### config.mk
export PLATFORM = sky130hd
export DESIGN_NAME = fcps_flash_host
export DESIGN_NICKNAME = d
export VERILOG_FILES = /design/src/verilog/fcps_pkg.sv /design/src/verilog/fcps_bus_cycle.sv /design/src/verilog/fcps_flash_host.sv /design/src/verilog/fcps_poll_check.sv
export SDC_FILE = /design/constraint.sdc
export NUM_CORES = 2
export LEC_CHECK = 0
export BUFFER_PORTS_ARGS = -buffer_cell sky130_fd_sc_hd__buf_2
export CAP_MARGIN = 25
export CORE_ASPECT_RATIO = 2
export CORE_MARGIN = 10
export CORE_UTILIZATION = 45
export DETAILED_ROUTE_END_ITERATION = 7
export PLACE_DENSITY = 0.66
export REMOVE_ABC_BUFFERS = 1
export SYNTH_ARGS = -nofsm -noshare
export SYNTH_HDL_FRONTEND = slang
export SYNTH_SLANG_ARGS = --single-unit
### constraint.sdc
create_clock -name i_clk -period 5 [get_ports i_clk]
set_clock_uncertainty 0.2 [all_clocks]
set_input_delay 0.5 -clock i_clk [delete_from_list [all_inputs] [get_ports i_clk]]
set_output_delay 0.5 -clock i_clk [all_outputs]
set_load 0.005 [all_outputs]
### src/verilog/fcps_pkg.sv
package fcps_pkg;
    localparam int CLK_MHZ = 100;
    localparam int ADDR_W = 26;
    localparam int DATA_W = 16;
    localparam int BUF_WORDS = 32;
    localparam int CNT_W = 5;
    localparam int PADDR_W = 12;

    // pin timing; least times round up to whole cycles
    localparam int T_WE_LOW_NS = 35;
    localparam int T_RECOVER_NS = 20;
    localparam int T_ACCESS_NS = 110;
    localparam int T_RESET_LOW_NS = 500;
    localparam int T_RESET_READY_NS = 20000;
    localparam int SYNC_CYC = 2;
    localparam int WE_LOW_CYC = (T_WE_LOW_NS * CLK_MHZ + 999) / 1000;
    localparam int RECOVER_CYC = (T_RECOVER_NS * CLK_MHZ + 999) / 1000;
    localparam int ACCESS_CYC = (T_ACCESS_NS * CLK_MHZ + 999) / 1000 + SYNC_CYC;
    localparam int RESET_LOW_CYC = (T_RESET_LOW_NS * CLK_MHZ + 999) / 1000;
    localparam int RESET_READY_CYC = (T_RESET_READY_NS * CLK_MHZ + 999) / 1000;
    localparam int TCNT_W = 12;

    // command words and unlock addresses
    localparam logic [DATA_W-1:0] DQ_UNLOCK1 = 16'h00aa;
    localparam logic [DATA_W-1:0] DQ_UNLOCK2 = 16'h0055;
    localparam logic [DATA_W-1:0] DQ_IDENT = 16'h0090;
    localparam logic [DATA_W-1:0] DQ_EXIT = 16'h00f0;
    localparam logic [DATA_W-1:0] DQ_PROG = 16'h00a0;
    localparam logic [DATA_W-1:0] DQ_BUF_LOAD = 16'h0025;
    localparam logic [DATA_W-1:0] DQ_BUF_CONFIRM = 16'h0029;
    localparam logic [ADDR_W-1:0] WA_UNLOCK1 = 26'h0000555;
    localparam logic [ADDR_W-1:0] WA_UNLOCK2 = 26'h00002aa;
    localparam logic [ADDR_W-1:0] BA_UNLOCK1 = 26'h0000aaa;
    localparam logic [ADDR_W-1:0] BA_UNLOCK2 = 26'h0000555;
    localparam int PAGE_LSB = 5;

    // status bit positions on the data bus
    localparam int DQ_POLARITY_BIT = 7;
    localparam int DQ_TOGGLE_BIT = 6;
    localparam int DQ_TIMEOUT_BIT = 5;
    localparam int DQ_ALT_TOGGLE_BIT = 2;
    localparam int DQ_ABORT_BIT = 1;

    // register map
    localparam logic [PADDR_W-1:0] REG_CTRL = 12'h000;
    localparam logic [PADDR_W-1:0] REG_ADDR = 12'h004;
    localparam logic [PADDR_W-1:0] REG_DATA = 12'h008;
    localparam logic [PADDR_W-1:0] REG_COUNT = 12'h00c;
    localparam logic [PADDR_W-1:0] REG_STATUS = 12'h010;
    localparam logic [PADDR_W-1:0] REG_RDATA = 12'h014;
    localparam logic [4:0] REG_BUF_PAGE = 5'h01;
    localparam int CTRL_CMD_LSB = 0;
    localparam int CTRL_BYTE_BIT = 4;
    localparam int CTRL_GO_BIT = 31;
    localparam int ST_BUSY_BIT = 0;
    localparam int ST_DONE_BIT = 1;
    localparam int ST_ABORT_BIT = 2;
    localparam int ST_FAIL_BIT = 3;
    localparam int ST_LAST_LSB = 16;
    localparam logic [31:0] REG_RST = 32'h00000000;

    typedef enum logic [2:0] {
        CMD_ID_ENTRY = 3'h0,
        CMD_ID_EXIT = 3'h1,
        CMD_PROG = 3'h2,
        CMD_BUF_PROG = 3'h3,
        CMD_ABORT_RST = 3'h4,
        CMD_READ = 3'h5,
        CMD_HW_RESET = 3'h6
    } fcps_cmd_t;

    typedef enum logic [1:0] {
        K_WRITE = 2'h0,
        K_READ = 2'h1,
        K_RESET = 2'h2
    } fcps_kind_t;

    typedef struct packed {
        fcps_kind_t kind;
        logic [ADDR_W-1:0] addr;
        logic [DATA_W-1:0] data;
    } fcps_req_t;

    typedef struct packed {
        logic done;
        logic abort;
        logic fail;
    } fcps_poll_t;
endpackage : fcps_pkg

### src/verilog/fcps_bus_cycle.sv
`timescale 1ns/1ns
module fcps_bus_cycle
    import fcps_pkg::*;
(
    input wire logic i_clk,
    input wire logic i_rst,
    input wire logic i_req_valid,
    input fcps_pkg::fcps_req_t i_req,
    input wire logic [fcps_pkg::DATA_W-1:0] i_flash_dq,
    output logic o_ready,
    output logic o_done,
    output logic [fcps_pkg::DATA_W-1:0] o_rdata,
    output logic [fcps_pkg::ADDR_W-1:0] o_flash_addr,
    output logic [fcps_pkg::DATA_W-1:0] o_flash_dq_out,
    output logic o_flash_dq_oe,
    output logic o_flash_ce_n,
    output logic o_flash_we_n,
    output logic o_flash_oe_n,
    output logic o_flash_reset_n
);
    logic busy_q, rec_q;
    fcps_kind_t kind_q;
    logic [TCNT_W-1:0] cnt_q, act_len, rec_len;
    logic [DATA_W-1:0] dq_s1_q, dq_s2_q;

    assign act_len = (i_req.kind == K_WRITE) ? TCNT_W'(WE_LOW_CYC) :
                     (i_req.kind == K_READ) ? TCNT_W'(ACCESS_CYC) : TCNT_W'(RESET_LOW_CYC);
    assign rec_len = (kind_q == K_RESET) ? TCNT_W'(RESET_READY_CYC) : TCNT_W'(RECOVER_CYC);
    assign o_ready = ~busy_q;

    always_ff @(posedge i_clk) begin
        dq_s1_q <= i_flash_dq;
        dq_s2_q <= dq_s1_q;
    end

    always_ff @(posedge i_clk) begin
        if (i_rst) begin
            busy_q <= 1'b0;
            rec_q <= 1'b0;
            kind_q <= K_WRITE;
            cnt_q <= '0;
            o_done <= 1'b0;
            o_rdata <= '0;
            o_flash_addr <= '0;
            o_flash_dq_out <= '0;
            o_flash_dq_oe <= 1'b0;
            o_flash_ce_n <= 1'b1;
            o_flash_we_n <= 1'b1;
            o_flash_oe_n <= 1'b1;
            o_flash_reset_n <= 1'b1;
        end else begin
            o_done <= 1'b0;
            if (!busy_q) begin
                if (i_req_valid) begin
                    busy_q <= 1'b1;
                    rec_q <= 1'b0;
                    kind_q <= i_req.kind;
                    cnt_q <= act_len;
                    o_flash_addr <= i_req.addr;
                    o_flash_dq_out <= i_req.data;
                    o_flash_dq_oe <= (i_req.kind == K_WRITE);
                    o_flash_ce_n <= (i_req.kind == K_RESET);
                    o_flash_oe_n <= (i_req.kind != K_READ);
                    o_flash_reset_n <= (i_req.kind != K_RESET);
                end
            end else if (cnt_q != '0) begin
                cnt_q <= cnt_q - 1'b1;
                // one cycle of address setup before the strobe falls
                if (!rec_q && kind_q == K_WRITE) begin
                    o_flash_we_n <= 1'b0;
                end
            end else if (!rec_q) begin
                rec_q <= 1'b0 | 1'b1;
                cnt_q <= rec_len;
                // both strobes rise together, data still driven through recovery
                o_flash_we_n <= 1'b1;
                o_flash_ce_n <= 1'b1;
                o_flash_oe_n <= 1'b1;
                o_flash_reset_n <= 1'b1;
                if (kind_q == K_READ) begin
                    o_rdata <= dq_s2_q;
                end
            end else begin
                busy_q <= 1'b0;
                o_flash_dq_oe <= 1'b0;
                o_done <= 1'b1;
            end
        end
    end
endmodule : fcps_bus_cycle

### src/verilog/fcps_flash_host.sv
`timescale 1ns/1ns
// Functional notes
// - identification entry: AA at 555, 55 at 2AA, 90 at 555; byte mode AAA/555
// - F0 written anywhere leaves identification mode for array read
// - writes hold chip select and write strobe low, output gate high
// - single program: AA, 55, A0 at unlock addresses, then data at target
// - hardware reset aborts programming; repeat the whole sequence afterwards
// - buffer program: two unlocks, load command, count minus one, at sector
// - after counted loads the confirm command at sector, anything else aborts
// - host polls polarity, toggle, timeout, alternate toggle and abort at last address; only toggle, timeout and abort are judged
// - in unlock bypass an abort needs the abort reset sequence
// - buffer load command word is 25 at the sector address
// - buffer confirm command word is 29 at the sector address
// - abort reset: AA at 555, 55 at 2AA, F0 at 555
module fcps_flash_host
    import fcps_pkg::*;
(
    input wire logic i_clk,
    input wire logic i_rst,
    input wire logic i_psel,
    input wire logic i_penable,
    input wire logic i_pwrite,
    input wire logic [fcps_pkg::PADDR_W-1:0] i_paddr,
    input wire logic [31:0] i_pwdata,
    output logic o_pready,
    output logic [31:0] o_prdata,
    output logic o_pslverr,
    input wire logic [fcps_pkg::DATA_W-1:0] i_flash_dq,
    output logic [fcps_pkg::ADDR_W-1:0] o_flash_addr,
    output logic [fcps_pkg::DATA_W-1:0] o_flash_dq_out,
    output logic o_flash_dq_oe,
    output logic o_flash_ce_n,
    output logic o_flash_we_n,
    output logic o_flash_oe_n,
    output logic o_flash_reset_n,
    output logic o_flash_byte_n
);
    typedef enum logic [1:0] {
        S_IDLE = 2'b00,
        S_ISSUE = 2'b01,
        S_WAIT = 2'b11
    } fcps_state_t;

    function automatic logic [ADDR_W-1:0] fcps_unlock_addr(input logic byte_m, input logic second);
        if (byte_m) begin
            fcps_unlock_addr = second ? BA_UNLOCK2 : BA_UNLOCK1;
        end else begin
            fcps_unlock_addr = second ? WA_UNLOCK2 : WA_UNLOCK1;
        end
    endfunction : fcps_unlock_addr

    // keeps every load inside the page chosen by the first one
    function automatic logic [ADDR_W-1:0] fcps_page_addr(input logic [ADDR_W-1:0] a, input logic [CNT_W-1:0] idx);
        fcps_page_addr = {a[ADDR_W-1:PAGE_LSB], CNT_W'(a[PAGE_LSB-1:0] + idx)};
    endfunction : fcps_page_addr

    function automatic logic [5:0] fcps_last_step(input fcps_cmd_t cmd, input logic [CNT_W-1:0] cnt);
        case (cmd)
            CMD_ID_ENTRY: fcps_last_step = 6'd2;
            CMD_PROG: fcps_last_step = 6'd3;
            CMD_BUF_PROG: fcps_last_step = 6'(cnt) + 6'd5;
            CMD_ABORT_RST: fcps_last_step = 6'd2;
            default: fcps_last_step = 6'd0;
        endcase
    endfunction : fcps_last_step

    function automatic fcps_req_t fcps_step_req(input fcps_cmd_t cmd, input logic [5:0] step, input logic byte_m,
                                                input logic [ADDR_W-1:0] a, input logic [DATA_W-1:0] d,
                                                input logic [CNT_W-1:0] cnt, input logic [DATA_W-1:0] bw);
        fcps_req_t r;
        r.kind = K_WRITE;
        r.addr = a;
        r.data = d;
        case (cmd)
            CMD_ID_EXIT: r.data = DQ_EXIT;
            CMD_READ: r.kind = K_READ;
            CMD_HW_RESET: r.kind = K_RESET;
            CMD_ID_ENTRY, CMD_PROG, CMD_BUF_PROG, CMD_ABORT_RST: begin
                if (step == 6'd0) begin
                    r.addr = fcps_unlock_addr(byte_m, 1'b0);
                    r.data = DQ_UNLOCK1;
                end else if (step == 6'd1) begin
                    r.addr = fcps_unlock_addr(byte_m, 1'b1);
                    r.data = DQ_UNLOCK2;
                end else if (step == 6'd2) begin
                    r.addr = (cmd == CMD_BUF_PROG) ? a : fcps_unlock_addr(byte_m, 1'b0);
                    r.data = (cmd == CMD_ID_ENTRY) ? DQ_IDENT :
                             (cmd == CMD_PROG) ? DQ_PROG :
                             (cmd == CMD_BUF_PROG) ? DQ_BUF_LOAD : DQ_EXIT;
                end else if (cmd == CMD_PROG) begin
                    r.data = d;
                end else if (step == 6'd3) begin
                    // a 5-bit count can never exceed the buffer
                    r.data = DATA_W'(cnt);
                end else if (step == fcps_last_step(cmd, cnt)) begin
                    r.data = DQ_BUF_CONFIRM;
                end else begin
                    r.addr = fcps_page_addr(a, CNT_W'(step - 6'd4));
                    r.data = bw;
                end
            end
            default: r.kind = K_READ;
        endcase
        return r;
    endfunction : fcps_step_req

    fcps_state_t state_q, state_d;
    fcps_cmd_t cmd_q;
    logic byte_q;
    logic [ADDR_W-1:0] addr_q;
    logic [DATA_W-1:0] data_q, rdata_q, prev_q, last_q;
    logic [CNT_W-1:0] count_q;
    logic [DATA_W-1:0] buf_q [BUF_WORDS];
    logic [5:0] step_q;
    logic polling_q, have_prev_q;
    logic done_q, abort_q, fail_q;

    wire apb_setup = i_psel & i_penable & ~o_pready;
    wire apb_wr = i_psel & i_penable & o_pready & i_pwrite;
    wire in_buf = (i_paddr[PADDR_W-1:7] == REG_BUF_PAGE);
    wire [CNT_W-1:0] buf_idx = i_paddr[6:2];
    wire hit_ctrl = (i_paddr == REG_CTRL);
    wire hit_st = (i_paddr == REG_STATUS);
    wire mapped = hit_ctrl | hit_st | in_buf | (i_paddr == REG_ADDR) | (i_paddr == REG_DATA) |
                  (i_paddr == REG_COUNT) | (i_paddr == REG_RDATA);
    wire busy = (state_q != S_IDLE);
    // commands while busy are refused so the device never sees a broken sequence
    wire go_req = hit_ctrl & i_pwdata[CTRL_GO_BIT];
    wire go = apb_wr & go_req & ~busy & ~o_pslverr;
    wire refuse = ~mapped | (i_pwrite & go_req & busy);

    wire [31:0] status_word = {last_q, 12'h000, fail_q, abort_q, done_q, busy};
    wire [31:0] rd_word = hit_ctrl ? {27'h0, byte_q, 1'b0, cmd_q} :
                          (i_paddr == REG_ADDR) ? 32'(addr_q) :
                          (i_paddr == REG_DATA) ? 32'(data_q) :
                          (i_paddr == REG_COUNT) ? 32'(count_q) :
                          hit_st ? status_word :
                          (i_paddr == REG_RDATA) ? 32'(rdata_q) :
                          in_buf ? 32'(buf_q[buf_idx]) : REG_RST;

    wire [ADDR_W-1:0] poll_addr = (cmd_q == CMD_BUF_PROG) ? fcps_page_addr(addr_q, count_q) : addr_q;
    wire [5:0] last_step = fcps_last_step(cmd_q, count_q);
    wire [CNT_W-1:0] load_idx = CNT_W'(step_q - 6'd4);
    fcps_req_t step_req, eng_req;
    assign step_req = fcps_step_req(cmd_q, step_q, byte_q, addr_q, data_q, count_q, buf_q[load_idx]);
    assign eng_req = polling_q ? '{kind: K_READ, addr: poll_addr, data: '0} : step_req;
    wire eng_valid = (state_q == S_ISSUE);

    logic eng_ready, eng_done;
    logic [DATA_W-1:0] eng_rdata;
    fcps_poll_t poll;

    fcps_bus_cycle u_cycle (
        .i_clk(i_clk),
        .i_rst(i_rst),
        .i_req_valid(eng_valid),
        .i_req(eng_req),
        .i_flash_dq(i_flash_dq),
        .o_ready(eng_ready),
        .o_done(eng_done),
        .o_rdata(eng_rdata),
        .o_flash_addr(o_flash_addr),
        .o_flash_dq_out(o_flash_dq_out),
        .o_flash_dq_oe(o_flash_dq_oe),
        .o_flash_ce_n(o_flash_ce_n),
        .o_flash_we_n(o_flash_we_n),
        .o_flash_oe_n(o_flash_oe_n),
        .o_flash_reset_n(o_flash_reset_n)
    );

    fcps_poll_check u_poll (
        .i_prev(prev_q),
        .i_cur(eng_rdata),
        .o_poll(poll)
    );

    wire seq_end = eng_done & ~polling_q & (step_q == last_step);
    wire poll_end = eng_done & polling_q & have_prev_q & (poll.done | poll.abort | poll.fail);
    // program commands end only when polling sees the device stop toggling, abort or fail
    wire need_poll = (cmd_q == CMD_PROG) | (cmd_q == CMD_BUF_PROG);
    wire finish = poll_end | (seq_end & ~need_poll);
    wire st_clr = apb_wr & hit_st;

    always_comb begin
        state_d = state_q;
        unique case (state_q)
            S_IDLE: if (go) state_d = S_ISSUE;
            S_ISSUE: if (eng_ready) state_d = S_WAIT;
            S_WAIT: if (eng_done) state_d = finish ? S_IDLE : S_ISSUE;
        endcase
    end

    always_ff @(posedge i_clk) begin
        if (i_rst) begin
            o_pready <= 1'b0;
            o_prdata <= REG_RST;
            o_pslverr <= 1'b0;
        end else begin
            o_pready <= apb_setup;
            o_prdata <= apb_setup ? rd_word : REG_RST;
            o_pslverr <= apb_setup & refuse;
        end
    end

    always_ff @(posedge i_clk) begin
        if (i_rst) begin
            cmd_q <= CMD_ID_ENTRY;
            byte_q <= 1'b0;
            addr_q <= '0;
            data_q <= '0;
            count_q <= '0;
            o_flash_byte_n <= 1'b1;
            for (int i = 0; i < BUF_WORDS; i++) begin
                buf_q[i] <= '0;
            end
        end else begin
            if (go) begin
                cmd_q <= fcps_cmd_t'(i_pwdata[CTRL_CMD_LSB +: 3]);
                byte_q <= i_pwdata[CTRL_BYTE_BIT];
                o_flash_byte_n <= ~i_pwdata[CTRL_BYTE_BIT];
            end
            if (apb_wr && !busy && i_paddr == REG_ADDR) addr_q <= i_pwdata[ADDR_W-1:0];
            if (apb_wr && !busy && i_paddr == REG_DATA) data_q <= i_pwdata[DATA_W-1:0];
            if (apb_wr && !busy && i_paddr == REG_COUNT) count_q <= i_pwdata[CNT_W-1:0];
            if (apb_wr && !busy && in_buf) buf_q[buf_idx] <= i_pwdata[DATA_W-1:0];
        end
    end

    always_ff @(posedge i_clk) begin
        if (i_rst) begin
            state_q <= S_IDLE;
            step_q <= '0;
            polling_q <= 1'b0;
            have_prev_q <= 1'b0;
            prev_q <= '0;
            rdata_q <= '0;
            last_q <= '0;
        end else begin
            state_q <= state_d;
            if (go) begin
                step_q <= '0;
                polling_q <= 1'b0;
                have_prev_q <= 1'b0;
            end else if (eng_done && polling_q) begin
                have_prev_q <= 1'b1;
                prev_q <= eng_rdata;
                last_q <= eng_rdata;
            end else if (eng_done && step_q == last_step) begin
                polling_q <= need_poll;
                if (cmd_q == CMD_READ) rdata_q <= eng_rdata;
            end else if (eng_done) begin
                step_q <= step_q + 6'd1;
            end
        end
    end

    // set wins over a software clear in the same cycle
    always_ff @(posedge i_clk) begin
        if (i_rst) begin
            done_q <= 1'b0;
            abort_q <= 1'b0;
            fail_q <= 1'b0;
        end else if (go) begin
            done_q <= 1'b0;
            abort_q <= 1'b0;
            fail_q <= 1'b0;
        end else begin
            done_q <= finish | (done_q & ~(st_clr & i_pwdata[ST_DONE_BIT]));
            abort_q <= (poll_end & poll.abort) | (abort_q & ~(st_clr & i_pwdata[ST_ABORT_BIT]));
            fail_q <= (poll_end & poll.fail) | (fail_q & ~(st_clr & i_pwdata[ST_FAIL_BIT]));
        end
    end
endmodule : fcps_flash_host

### src/verilog/fcps_poll_check.sv
`timescale 1ns/1ns
module fcps_poll_check
    import fcps_pkg::*;
(
    input wire logic [fcps_pkg::DATA_W-1:0] i_prev,
    input wire logic [fcps_pkg::DATA_W-1:0] i_cur,
    output fcps_pkg::fcps_poll_t o_poll
);
    // judged from two successive status reads at the same address
    wire toggling = i_prev[DQ_TOGGLE_BIT] ^ i_cur[DQ_TOGGLE_BIT];
    assign o_poll.done = ~toggling;
    // abort flag on both reads, so array data after completion cannot fake it
    assign o_poll.abort = toggling & i_prev[DQ_ABORT_BIT] & i_cur[DQ_ABORT_BIT];
    // timeout seen on both reads, still toggling and no abort flag on the second read counts as a real failure
    assign o_poll.fail = toggling & ~i_cur[DQ_ABORT_BIT] & i_prev[DQ_TIMEOUT_BIT] & i_cur[DQ_TIMEOUT_BIT];
endmodule : fcps_poll_check
==> results.txt <==
The top fanout value on the critical path came out at 12. The number of DRC violations after detailed-routing iteration 0 is 2,599. The worst hold path begins at i_rst. The via density per instance came out at 6.35. The count of input and output buffers is 141.

The share of final-layout standard cells stronger than drive strength 1 came out at 23.2%. The number of max-slew violations in the final report was 0. The critical path arrival came out at 4.03 ns. The library cells used most frequently in the layout, excluding fill and tap cells, are sky130_fd_sc_hd__edfxtp_1 (512), sky130_fd_sc_hd__and2_1 (429), sky130_fd_sc_hd__mux4_2 (287), sky130_fd_sc_hd__dfxtp_1 (240), sky130_fd_sc_hd__nand2_1 (226). The number of iterations in the first detailed-routing pass is 6. The cell taking the most area after synthesis is sky130_fd_sc_hd__edfxtp_1.

The count of placed standard cells in the final layout, fillers left out is 4,165. The total global routing track utilization is 25.8%. The worst supply voltage drop on vdd is 0.225 mV. STA classifies the critical path startpoint as a flip-flop. The die covers 96,500 µm².

The proportion of power drawn by combinational gates came out at 6.2%. The top-area cell type share of the netlist area came out at 40.8%. The measured slew at the worst slew-check pin is 1.09 ns. For this block, the routed nets add up to 125,000 µm of wire. The number of global-route vias before repair came out at 27,800. The leading cell type in the layout, fill and taps excluded is sky130_fd_sc_hd__edfxtp_1. The share of total power in sequential cells came out at 52.5%. The placeable core region came out at 83,300 µm². The share of synthesized area occupied by flip-flops and latches came out at 53.7%. TritonCTS built the clock tree. Including well taps, the total number of placed cells is 4,011. The half-perimeter wire length of the detailed placement result is 92,700 µm.

The worst register-to-register path begins at step_q[3]. The maximum number of buffers from clock root to sink is 3. The cell depth of the worst min-delay path is 2.

The global-route wire length before repair is 183,000 µm. In this run the worst setup path begins at step_q[3]. In this run the critical register-to-register path is captured at u_cycle.o_flash_dq_out[2].

The detailed-route wire length per cell came out at 30.1 µm. Gates resized during post-CTS repair numbered 0. The highest clock frequency the design can meet is 271 MHz.

The overall die height came out at 429 µm. The number of remaining DRC errors came out at 0. The final route contains 26,500 vias. For hold timing, the worst endpoint is byte_q.

The static leakage is 0.0150 µW. The internal power contribution is 10,000 µW. Yosys printed 0 warnings.

Buffers inserted during clock tree synthesis total 67. The post-route worst hold slack came out at 0.0927 ns. The run finished with clean final reports.

Setup repair after global routing left no endpoint under its margin. The remaining number of nets flagged by the antenna check after routing came out at 0. The worst setup path is captured at a flip-flop. The slack of the worst reg-to-reg path came out at 1.31 ns. The initial antenna violation count came out at 2. The number of cells on the worst reg-to-reg path is 8. The switching part of the total power came out at 23.5%.

Yosys mapped a number of flops with a built-in enable equal to 512. Setup violations remaining at the end of the flow were counted as 0. The cell area that synthesis handed to floorplanning was 37,700 µm². The total number of placement rows came out at 150. In this run the clock root is driven by a sky130_fd_sc_hd__clkbuf_16.

The sum of internal, switching and leakage power is 13,100 µW. Entering global routing, the biggest net connects 96 pins. Once the floorplan was initialized, standard cells occupied 45.2% of the core. Synthesis produced 2,960 cells. The final hold violation count was 0. The net switching power came out at 3080 µW. Measured against its own limit, the worst slew margin works out to 27.0%. The depth of the CTS H-tree is 3. The path category of the worst min-delay check is primary input to flip-flop. The time the final worst path needs with I/O delays and setup came out at 3.69 ns.

The final-stage net count is 3,131. The count of boundary I/O pins came out at 147. Among all flip-flop cells after synthesis, the most frequent one is sky130_fd_sc_hd__edfxtp_1. The clock input transition at the sequential cells of the worst setup and hold paths came out at 0.07 ns. At the later pin of the worst-skew pair, clock insertion delay measures 0.66 ns.

Synthesis inferred 755 register bits. The clock network power share is 41.2%. At the end of routability-driven placement, the weighted congestion stood at 0.951. Global routing finished with a remaining overflow of 0. In the post-synthesis netlist, the biggest area contributors are sky130_fd_sc_hd__edfxtp_1 (41%), sky130_fd_sc_hd__mux4_2 (17%), sky130_fd_sc_hd__dfxtp_1 (13%), sky130_fd_sc_hd__and2_1 (7.1%), sky130_fd_sc_hd__nand2_1 (2.3%). The floorplan step set the die width to 225 µm.

The total of max-cap violations came out at 0. The mean cell area of the mapped netlist came out at 12.7 µm². Counting every sink on the clock net gives 755. The count of cell types in the netlist is 104. The area growth from synthesis to final layout is 12.0%. The final cycle utilization of the critical path is 73.8%.

The data required time of the worst path is 5.34 ns. The power density over cell area is 310 nW/µm². The critical path in this run is classified as flip-flop to flip-flop.

After synthesis, the share of flip-flops with an asynchronous set or reset is 0%.
## layer usage
metal / up-vias / wire (µm) / share of wire (%) / global-route usage [%]
li1: 11300 / - / - / -
met1: 13300 / 37600 / 30 / 24.1
met5: - / 11 / 0.0088 / 0
met2: 1332 / 68300 / 54 / 48.2
met4: 2 / 11600 / 9.2 / 20.8
met3: 485 / 7810 / 6.2 / 4.42
## power groups by stage
stage / Sequential (µW) / Combinational (µW) / Clock [µW]
final: 6880 / 817 / 5400
after global routing: 6890 / 842 / 5680
after CTS: 6880 / 807 / 5440
after detailed placement: 7020 / 785 / 0
after global placement: 6990 / 771 / 0
after floorplan: 6990 / 357 / 0
## repair_timing
| item | in CTS | in global routing |
|---|---|---|
| setup buffers | 0 | 0 |
| setup endpoints to repair | 0 | 0 |
| hold endpoints to repair | 33 | 0 |
| hold buffers | 31 | 0 |
## logic make-up after synthesis
logic type | after synthesis | synth area share, %
mux | 343 | 18.7
buf+inv | 310 | 3.54
compound gates | 476 | 8.12
flops | 755 | 53.7
simple gates | 1042 | 14.9
fa+ha+maj | 19 | 0.670
xor+xnor | 15 | 0.348
## per-stage QoR
| stage | worst slack (ns) | setup TNS (ns) | instance area (µm²) | utilization [%] |
|---|---|---|---|---|
| after floorplan | -2.82 | -155.87 | 36500 | - |
| after global placement | 1.29 | 0 | 39700 | 47.6 |
| after detailed placement | 1.24 | 0 | 39700 | 47.6 |
| after CTS | 1.33 | 0 | 42200 | 50.7 |
| after global routing | 1.20 | 0 | 42200 | 50.7 |
| final | 1.31 | 0 | 42200 | 50.7 |
## cells in the mapped netlist (4+ instances only)
library cell,number
sky130_fd_sc_hd__nand2_1,227
sky130_fd_sc_hd__o21ai_0,100
sky130_fd_sc_hd__nand4_1,21
sky130_fd_sc_hd__o221ai_1,5
sky130_fd_sc_hd__mux4_2,287
sky130_fd_sc_hd__buf_1,20
sky130_fd_sc_hd__or3_1,6
sky130_fd_sc_hd__o2111ai_1,4
sky130_fd_sc_hd__mux2i_1,50
sky130_fd_sc_hd__a31oi_1,23
sky130_fd_sc_hd__nor3_1,113
sky130_fd_sc_hd__a211oi_1,13
sky130_fd_sc_hd__a21oi_1,134
sky130_fd_sc_hd__a22oi_1,92
sky130_fd_sc_hd__o21a_1,7
sky130_fd_sc_hd__inv_1,24
sky130_fd_sc_hd__a22o_1,11
sky130_fd_sc_hd__buf_6,8
sky130_fd_sc_hd__o31ai_1,5
sky130_fd_sc_hd__edfxtp_1,512
sky130_fd_sc_hd__nand2b_1,12
sky130_fd_sc_hd__nor2b_1,4
sky130_fd_sc_hd__xnor2_1,10
sky130_fd_sc_hd__xor2_1,5
sky130_fd_sc_hd__and2_1,429
sky130_fd_sc_hd__o211ai_1,13
sky130_fd_sc_hd__a221oi_1,4
sky130_fd_sc_hd__and3_1,9
sky130_fd_sc_hd__clkbuf_2,11
sky130_fd_sc_hd__o22ai_1,12
sky130_fd_sc_hd__nand3_1,28
sky130_fd_sc_hd__nor2_1,142
sky130_fd_sc_hd__clkbuf_1,187
sky130_fd_sc_hd__dfxtp_1,243
sky130_fd_sc_hd__o32ai_1,4
sky130_fd_sc_hd__ha_1,17
sky130_fd_sc_hd__buf_2,43
sky130_fd_sc_hd__a21o_1,5
sky130_fd_sc_hd__buf_4,12
## sequential cells by signal, summed over array words and instances, names as in the netlist, 2 cells and up
register                cells
buf_q                     512
o_prdata                   32
addr_q                     26
u_cycle.o_flash_addr       26
data_q                     16
last_q                     16
rdata_q                    16
u_cycle.dq_s1_q            16
u_cycle.dq_s2_q            16
u_cycle.o_flash_dq_out     16
u_cycle.o_rdata            16
u_cycle.cnt_q              12
step_q                      6
count_q                     5
cmd_q                       3
state_q                     2
u_cycle.kind_q              2
## layout make-up
class	instances	area, µm²
Inverter	29	109
Antenna cell	1	2.50
Timing Repair Buffer	299	2120
Fill cell	7043	41100
Clock inverter	35	362
Clock buffer	87	1880
Tap cell	1064	1330
Sequential cell	755	20200
Multi-Input combinational cell	1895	16200
## how the worst max path moves through the flow
stage / endpoint / slack [ns] / cells past startpoint
floorplan: u_cycle.o_flash_addr[10] / -2.82 / 7
global placement: buf_q[31][14] / 1.29 / 9
CTS: u_cycle.o_flash_dq_out[2] / 1.33 / 8
global route: u_cycle.o_flash_dq_out[2] / 1.20 / 8
detailed placement: addr_q[25] / 1.24 / 8
finish: u_cycle.o_flash_dq_out[2] / 1.31 / 8
## critical path: stages (launching register included)
cell and delay (ns):
sky130_fd_sc_hd__dfxtp_1 0.57, sky130_fd_sc_hd__inv_1 0.14, sky130_fd_sc_hd__ha_1 0.35, sky130_fd_sc_hd__xor2_4 0.77, sky130_fd_sc_hd__buf_4 0.36, sky130_fd_sc_hd__mux4_2 0.55, sky130_fd_sc_hd__mux2i_1 0.21, sky130_fd_sc_hd__o21ai_0 0.16
sky130_fd_sc_hd__a22o_1 0.23
Power figures use the tool's default switching activity.
